File: src/cioimg_consts.vh
// Constants for the configurable I/O process image block
`ifndef CIOIMG_CONSTS_VH
`define CIOIMG_CONSTS_VH

`define CIO_A_CTRL        12'h000
`define CIO_A_OUTIMG      12'h004
`define CIO_A_CFG         12'h008
`define CIO_A_INIMG0      12'h00C
`define CIO_A_INIMG1      12'h010
`define CIO_A_STATUS      12'h014
`define CIO_A_ROTARY      12'h018

`define CIO_CTRL_CONN     0
`define CIO_CTRL_OWNER    1
`define CIO_CTRL_VALID    2
`define CIO_CTRL_BOOTED   3
`define CIO_CTRL_FWUPD    4
`define CIO_CTRL_RING     5

`define CIO_ST_SHORT      0
`define CIO_ST_OVL        1
`define CIO_ST_SUPOVL     4
`define CIO_ST_UNDERV     5
`define CIO_ST_READYCON   8
`define CIO_ST_READYCYC   9
`define CIO_ST_RESTORE    10
`define CIO_ST_RINGFLT    11

`define CIO_SUB_LOW       8'h00
`define CIO_SUB_HIGH      8'h01
`define CIO_SUB_HOLD      8'h02
`define CIO_SUB_PATTERN   8'h03
`define CIO_SUB_RESET     8'h00
`define CIO_CTRL_RESET    6'h00
`define CIO_OUT_RESET     16'h0000
`define CIO_ROT_RESET     8'h00
`define CIO_PAT_RESET     16'h0000
`define CIO_ROTARY_RESTORE 8'h0F

`define CIO_CLK_HZ        25000000
`define CIO_CONN_MS       350
`define CIO_CYC_MS        500
`define CIO_RING_US       3000
`define CIO_BLINK_HZ      2
`define CIO_IN_BYTES      6
`define CIO_OUT_BYTES     2
`define CIO_CFG_BYTES     3

`endif

File: src/cioimg_top.v
// Process image, substitute outputs and indicators of the 16-channel I/O
//
// Register access over APB and the register offsets were decided locally.
`timescale 1ns/1ns
`default_nettype none
`include "cioimg_consts.vh"

module cioimg_top #(
  parameter integer CONN_CYC = `CIO_CONN_MS * (`CIO_CLK_HZ / 1000) - 1,
  parameter integer CYC_CYC  = `CIO_CYC_MS * (`CIO_CLK_HZ / 1000) - 1,
  parameter integer RING_CYC = `CIO_RING_US * (`CIO_CLK_HZ / 1000000) - 1,
  parameter integer BLINK_CYC = `CIO_CLK_HZ / (2 * `CIO_BLINK_HZ)
) (
  // Clock and reset
  input  wire        clk,
  input  wire        rst,
  // APB slave
  input  wire        psel,
  input  wire        penable,
  input  wire        pwrite,
  input  wire [11:0] paddr,
  input  wire [31:0] pwdata,
  output wire        pready,
  output reg  [31:0] prdata,
  output wire        pslverr,
  // Channel pins, output enable low while driven
  input  wire [15:0] chanIn,
  output reg  [15:0] chanOut,
  output reg  [15:0] chanOutEn,
  // Fault sensing
  input  wire        faultShort,
  input  wire        faultOverload,
  input  wire        faultSupplyOvl,
  input  wire        faultUnderVolt,
  input  wire        ringFault,
  // Indicators
  output reg         netLedGreen,
  output reg         rdyLedYellow,
  output reg         restoreDefaults
);

  reg  [15:0] outImg_r;
  reg  [7:0]  subCode_r;
  reg  [15:0] subPat_r;
  reg  [5:0]  ctrl_r;
  reg  [7:0]  rotary_r;
  reg  [15:0] usedOut_r;
  reg  [15:0] lastOut_r;
  reg  [15:0] inImg_r;
  reg  [31:0] status_r;
  reg  [31:0] upCnt_r;
  reg  [31:0] ringCnt_r;
  reg  [31:0] blinkCnt_r;
  reg         blink_r;
  reg         readyCon_r;
  reg         readyCyc_r;
  reg         ringFlt_r;
  reg  [15:0] drive;
  reg         mapped;

  wire        wrEn;
  wire        validImg;
  wire        restoring;
  wire [15:0] usedIn;

  // Channel count is fixed by the two-byte image layout
  localparam CHANNELS = 16;
  genvar     ch;

  // Zero wait states: every register answers from a flop
  assign pready  = 1'b1;
  assign wrEn    = psel & penable & pwrite;

  // Unmapped offsets raise an error; writes there are dropped
  always @* begin
    case (paddr)
      `CIO_A_CTRL,
      `CIO_A_OUTIMG,
      `CIO_A_CFG,
      `CIO_A_INIMG0,
      `CIO_A_INIMG1,
      `CIO_A_STATUS,
      `CIO_A_ROTARY: mapped = 1'b1;
      default:       mapped = 1'b0;
    endcase
  end

  assign pslverr = psel & penable & ~mapped;
  // Restore position: configuration and usage return to defaults
  assign restoring = (rotary_r == `CIO_ROTARY_RESTORE);
  // Output data only counts for an exclusive-owner connection
  assign validImg = ctrl_r[`CIO_CTRL_CONN] & ctrl_r[`CIO_CTRL_OWNER] &
                    ctrl_r[`CIO_CTRL_VALID] & readyCyc_r;
  // A channel the controller never wrote as output is an input
  assign usedIn = ~usedOut_r;

  // Connection control and output image; frozen while restoring
  always @(posedge clk or posedge rst) begin
    if (rst) begin
      ctrl_r   <= `CIO_CTRL_RESET;
      outImg_r <= `CIO_OUT_RESET;
    end else if (wrEn && !restoring) begin
      if (paddr == `CIO_A_CTRL)
        ctrl_r <= pwdata[5:0];
      if (paddr == `CIO_A_OUTIMG)
        outImg_r <= pwdata[15:0];
    end
  end

  // Configuration record
  always @(posedge clk or posedge rst) begin
    if (rst) begin
      subCode_r <= `CIO_SUB_RESET;
      subPat_r  <= `CIO_PAT_RESET;
    end else if (restoring) begin
      subCode_r <= `CIO_SUB_RESET;
      subPat_r  <= `CIO_PAT_RESET;
    end else if (wrEn && paddr == `CIO_A_CFG) begin
      // Codes above 3 are out of range and ignored
      if (pwdata[7:0] <= `CIO_SUB_PATTERN)
        subCode_r <= pwdata[7:0];
      // The pattern is stored even when the code is refused
      subPat_r <= pwdata[23:8];
    end
  end

  // Channel usage: a bit written high claims output direction
  always @(posedge clk or posedge rst) begin
    if (rst)
      usedOut_r <= `CIO_OUT_RESET;
    else if (restoring)
      usedOut_r <= `CIO_OUT_RESET;
    else if (wrEn && paddr == `CIO_A_OUTIMG)
      usedOut_r <= usedOut_r | pwdata[15:0];
  end

  // Selector stays writable so the restore position can be left
  always @(posedge clk or posedge rst) begin
    if (rst)
      rotary_r <= `CIO_ROT_RESET;
    else if (wrEn && paddr == `CIO_A_ROTARY)
      rotary_r <= pwdata[7:0];
  end

  // Substitute selection
  always @* begin
    if (validImg)
      drive = outImg_r;
    else begin
      case (subCode_r)
        `CIO_SUB_LOW:     drive = 16'h0000;
        `CIO_SUB_HIGH:    drive = 16'hFFFF;
        // Hold replays the last image taken while valid
        `CIO_SUB_HOLD:    drive = lastOut_r;
        `CIO_SUB_PATTERN: drive = subPat_r;
        default:          drive = 16'h0000;
      endcase
    end
  end

  // Bit n drives channel n+1; odd channels on contact 4, even on 2
  generate
    for (ch = 0; ch < CHANNELS; ch = ch + 1) begin : g_chan
      always @(posedge clk or posedge rst) begin
        if (rst) begin
          chanOut[ch]   <= 1'b0;
          chanOutEn[ch] <= 1'b1;
          lastOut_r[ch] <= 1'b0;
          inImg_r[ch]   <= 1'b0;
        end else begin
          // A claimed channel is never sampled as an input
          chanOut[ch]   <= drive[ch] & usedOut_r[ch];
          chanOutEn[ch] <= ~usedOut_r[ch];
          if (validImg)
            lastOut_r[ch] <= outImg_r[ch];
          // Input image lags the pins by one clock
          // Outputs mirror their state, inputs show the pin
          if (usedOut_r[ch])
            inImg_r[ch] <= chanOut[ch];
          else
            inImg_r[ch] <= chanIn[ch] & usedIn[ch];
        end
      end
    end
  endgenerate

  // Start-up readiness; the counter stops once ready so it cannot wrap
  // Connection requests are served before cyclic exchange starts
  always @(posedge clk or posedge rst) begin
    if (rst) begin
      upCnt_r    <= 32'h0000_0000;
      readyCon_r <= 1'b0;
      readyCyc_r <= 1'b0;
    end else begin
      if (!readyCyc_r)
        upCnt_r <= upCnt_r + 32'h0000_0001;
      if (upCnt_r == CONN_CYC[31:0])
        readyCon_r <= 1'b1;
      if (upCnt_r == CYC_CYC[31:0])
        readyCyc_r <= 1'b1;
    end
  end

  // Single ring only; a fault on the closing edge opens a new window
  always @(posedge clk or posedge rst) begin
    if (rst) begin
      ringCnt_r <= 32'h0000_0000;
      ringFlt_r <= 1'b0;
    end else if (ringFault &&
                 (!ringFlt_r || ringCnt_r == RING_CYC[31:0])) begin
      ringFlt_r <= 1'b1;
      ringCnt_r <= 32'h0000_0000;
    end else if (ringFlt_r) begin
      ringCnt_r <= ringCnt_r + 32'h0000_0001;
      if (ringCnt_r == RING_CYC[31:0])
        ringFlt_r <= 1'b0;
    end
  end

  // Status word, same layout for every family member
  // Reserved bits 2, 3 and 6 to 31 stay zero; the status offset read fills bits 8 to 11
  always @(posedge clk or posedge rst) begin
    if (rst)
      status_r <= 32'h0000_0000;
    else begin
      status_r <= 32'h0000_0000;
      status_r[`CIO_ST_SHORT]  <= faultShort;
      status_r[`CIO_ST_OVL]    <= faultOverload;
      status_r[`CIO_ST_SUPOVL] <= faultSupplyOvl;
      status_r[`CIO_ST_UNDERV] <= faultUnderVolt;
    end
  end

  // One flash clock keeps both indicators in step
  always @(posedge clk or posedge rst) begin
    if (rst) begin
      blinkCnt_r <= 32'h0000_0000;
      blink_r    <= 1'b0;
    end else if (blinkCnt_r == BLINK_CYC[31:0] - 32'h0000_0001) begin
      blinkCnt_r <= 32'h0000_0000;
      blink_r    <= ~blink_r;
    end else
      blinkCnt_r <= blinkCnt_r + 32'h0000_0001;
  end

  // Indicators
  always @(posedge clk or posedge rst) begin
    if (rst) begin
      netLedGreen     <= 1'b0;
      rdyLedYellow    <= 1'b0;
      restoreDefaults <= 1'b0;
    end else begin
      // Steady with a connection, flashing while waiting for one
      netLedGreen <= ctrl_r[`CIO_CTRL_BOOTED] &
                     (ctrl_r[`CIO_CTRL_CONN] | blink_r);
      rdyLedYellow <= ctrl_r[`CIO_CTRL_FWUPD] & blink_r;
      restoreDefaults <= restoring;
    end
  end

  // Read data loads in the setup cycle and stands through access
  // Status word only in the low image carries reserved zeros
  always @(posedge clk or posedge rst) begin
    if (rst)
      prdata <= 32'h0000_0000;
    else if (psel && !penable && !pwrite) begin
      case (paddr)
        `CIO_A_CTRL:   prdata <= {26'h000_0000, ctrl_r};
        `CIO_A_OUTIMG: prdata <= {16'h0000, outImg_r};
        `CIO_A_CFG:    prdata <= {8'h00, subPat_r, subCode_r};
        `CIO_A_INIMG0: prdata <= status_r;
        `CIO_A_INIMG1: prdata <= {16'h0000, inImg_r};
        `CIO_A_STATUS: prdata <= {20'h0_0000, ringFlt_r, restoreDefaults,
                                  readyCyc_r, readyCon_r, status_r[7:0]};
        `CIO_A_ROTARY: prdata <= {24'h00_0000, rotary_r};
        default:       prdata <= 32'h0000_0000;
      endcase
    end
  end

endmodule // cioimg_top
`default_nettype wire

File: config.mk
export PLATFORM = sky130hd
export DESIGN_NAME = cioimg_top
export DESIGN_NICKNAME = d
export VERILOG_FILES = /design/src/cioimg_top.v
export VERILOG_INCLUDE_DIRS = /design/src
export SDC_FILE = /design/constraint.sdc
export NUM_CORES = 1
export LEC_CHECK = 0
export BUFFER_PORTS_ARGS = -buffer_cell sky130_fd_sc_hd__buf_2
export CAP_MARGIN = 20
export CORE_ASPECT_RATIO = 1.4
export CORE_MARGIN = 1.5
export CORE_UTILIZATION = 55
export DETAILED_ROUTE_END_ITERATION = 8
export PLACE_DENSITY_LB_ADDON = 0.05
export SYNTH_ARGS = -nofsm -noshare
export SYNTH_HDL_FRONTEND = slang
export SYNTH_SLANG_ARGS = --single-unit
File: constraint.sdc
create_clock -name clk -period 14.05 [get_ports clk]
set_input_delay 2.1075 -clock clk [delete_from_list [all_inputs] [get_ports clk]]
set_output_delay 2.1075 -clock clk [all_outputs]
set_load 0.01 [all_outputs]
==> results.json <==
{
  "synth_area_um2": 11700,
  "dp.cells": 1420,
  "max_slew.worst_pin.slew_ns": 1.02,
  "path_class": "in -> out",
  "grt_overflow": 0,
  "fin_crit_sh": 0.426,
  "clk_pin_slew_worst_paths_ns": 0.06,
  "cts-root-buf": "clkbuf_16",
  "startpoint_type": "input pin",
  "dieHeight_um": 175,
  "cts_setup_buffers": 0,
  "pre_cts_ws_ns": 8.07,
  "instances_no_fill": 1470,
  "cts_max_level": 1,
  "hp-class": "reg -> reg",
  "grt.total_usage": 0.261,
  "timing.hold.ws_ns": 0.437,
  "dr.first_iter.drc_count": 582,
  "slew_headroom": 0.318,
  "io-pin-count": 139,
  "period_needed_ns": 5.99,
  "numCtsBuffers": 26,
  "ys_seq_area_frac": 0.569,
  "finalHoldViolations": 0,
  "grt_pass1_vias": 8621,
  "grt_pass1_wl_um": 45700,
  "syn_avg_cell_area_um2": 10.9,
  "wl_per_cell_um": 19.3,
  "gp_congestion": 0.798,
  "setup_ws_ns": 8.06,
  "slew_viol_final": 0,
  "synthToLayoutAreaGrowth_pct": 15.5,
  "critPathCaptureType": "output pin",
  "rsz0062_at_grt": "false",
  "cts_hold_buf": 0,
  "nets": 1267,
  "fmax_mhz": 167,
  "fp-row-count": 62,
  "cts_tree": "done",
  "p_leak_nw": 6.65,
  "drive_gt1_frac": 0.210,
  "synth_edf_count": 0,
  "async_flop_share": 1.00,
  "vias": 8429,
  "die_w_um": 126,
  "ctsResizeCount": 0,
  "place_area_um2": 12500,
  "fin_skew_ns": 0.00773,
  "hpwl_um": 19100,
  "drtAntennaViolNets": 0,
  "diodes": 0,
  "finalInstanceArea_um2": 13500,
  "clk_latency_ns": 0.53,
  "drc": 0,
  "fin_setup_tns_ns": 0,
  "synthDistinctLibCells": 54,
  "synthCells": 1076,
  "reg2reg_depth": 5,
  "antenna_found_initial": 2,
  "clk_path_buf_depth": 3,
  "io_buffers": 121,
  "cts_sinks": 265,
  "finalSetupViolCount": 0,
  "drv_cap": 0,
  "finalWirelength_um": 28300,
  "power.total_mw": 1.58,
  "fin_util": 0.651,
  "viasPerCell": 5.73,
  "peakVddDrop_uv": 94.2,
  "grt_max_degree": 112,
  "yosysWarnings": 0,
  "start_util": 0.564,
  "core_um2": 20700,
  "p_per_area_nw_per_um2": 117,
  "drt-pass1-iter-count": 5,
  "ys_seq_elements": 265,
  "arrival_ns": 3.88,
  "status": "finished, final reports clean",
  "ys.flop_type": "dfrtp_1",
  "floorplan.die_area_um2": 22100,
  "worst-path-max-fanout": 4,
  "cp.required_ns": 11.94,
  "hold_depth": 1
}
-- worst max-delay path, stage by stage --
cell and delay [ns]:
buf_2 0.10, or4_4 0.57, or4_1 0.57, a31oi_1 0.32
nor2_1 0.07, buf_2 0.14
-- final timing paths --
path,start,to,slack [ns]
max,paddr[9],pslverr,8.06
min,usedOut_r[12],chanOutEn[12],0.44
max reg2reg,readyCyc_r,chanOut[1],11.49
min reg2reg,usedOut_r[12],chanOutEn[12],0.44
max in group asynchronous,rst,usedOut_r[15],10.93
min in group asynchronous,rst,ringCnt_r[27],1.71
-- flip-flops by register name, summed over array words and instances, names as in the netlist --
register	flops
blinkCnt_r	32
ringCnt_r	32
upCnt_r	32
prdata	24
chanOutEn	16
chanOut	16
inImg_r	16
lastOut_r	16
outImg_r	16
subPat_r	16
usedOut_r	16
rotary_r	8
subCode_r	8
ctrl_r	6
status_r	4
blink_r	1
netLedGreen	1
rdyLedYellow	1
readyCon_r	1
readyCyc_r	1
restoreDefaults	1
ringFlt_r	1
-- power breakdown --
part           internal, mW  switching [mW]
registers             0.772         0.00594
logic                0.0192          0.0390
clock network         0.453           0.296
-- cell type report --
cell class / count / area, µm²
timing repair buffer: 135 / 751
clock buffer: 39 / 811
clock inverter: 9 / 128
sequential: 265 / 6650
fill: 1737 / 7220
inverter: 25 / 101
multi-input combinational: 741 / 4730
tap: 256 / 320
-- per-layer routing --
metal	GRT usage	wire, µm	up-vias
met1	0.343	11900	4194
met2	0.449	14400	213
met3	0.0411	1360	44
met4	0.0752	708	2
li1	-	-	3976
met5	0	9	-
-- kinds of logic (layout without fill, tap and decap cells) --
group,after synthesis,count (layout),synth area share
xor gates and xnor gates,90,90,0.0675
buffers and inverters,77,208,0.0301
AOI/OAI and AO/OA,127,127,0.0694
muxes,81,81,0.0746
and+or+nand+nor,431,431,0.185
other,2,9,0.000643
adders and majority gates,3,3,0.00321
DFF,265,265,0.569
-- layout by cell type, fill, tap and decap left out, types with 11 or more instances in the layout --
master	count
dfrtp_1	249
nor3_1	22
buf_4	12
dfstp_2	16
nand2_1	115
nand4_1	30
a21o_1	18
mux2_2	49
nand3_1	42
and2_1	11
inv_1	24
nor2_1	121
o211ai_1	17
and3_1	14
buf_2	121
clkbuf_16	27
xor2_1	48
mux2i_1	32
o21ai_0	14
a21oi_1	50
nor4_1	19
xnor2_1	42
-- Yosys cell counts, types with 2 or more instances --
cell       count  share of area
xor2_1        48          0.036
nand3_1       42          0.018
and3_1        14         0.0075
nand4_1       30          0.016
a222oi_1       4         0.0034
a31oi_1        2         0.0011
o41ai_1        2         0.0015
nand3b_1       2         0.0013
clkbuf_1      26         0.0084
buf_1          8         0.0026
or3_1          4         0.0021
mux2i_1       32          0.027
nor4_2         3         0.0032
nor2_1       122          0.039
buf_2          5         0.0021
and2_1        11         0.0059
nand2_1      115          0.037
a22oi_1        2         0.0013
and4b_1        3         0.0026
or4_1          8         0.0051
a21oi_1       50          0.021
xnor2_1       42          0.031
nor2b_1        5         0.0027
ha_1           3         0.0032
a32oi_1        3         0.0022
and4_1         8         0.0060
o21ai_0       14         0.0060
nor4_1        19          0.010
nor4bb_1       5         0.0043
mux2_2        49          0.047
dfstp_2       16          0.036
nor3_1        22         0.0094
buf_6          2         0.0019
a2bb2oi_1      2         0.0015
a21o_1        18          0.012
nor4b_1        8         0.0060
inv_1         25         0.0080
dfrtp_1      249           0.53
a211oi_1       9         0.0058
conb_1         2        0.00064
o211ai_1      17          0.011
buf_4         11         0.0071
nand2b_1       3         0.0016
Power figures use the tool's default switching activity.
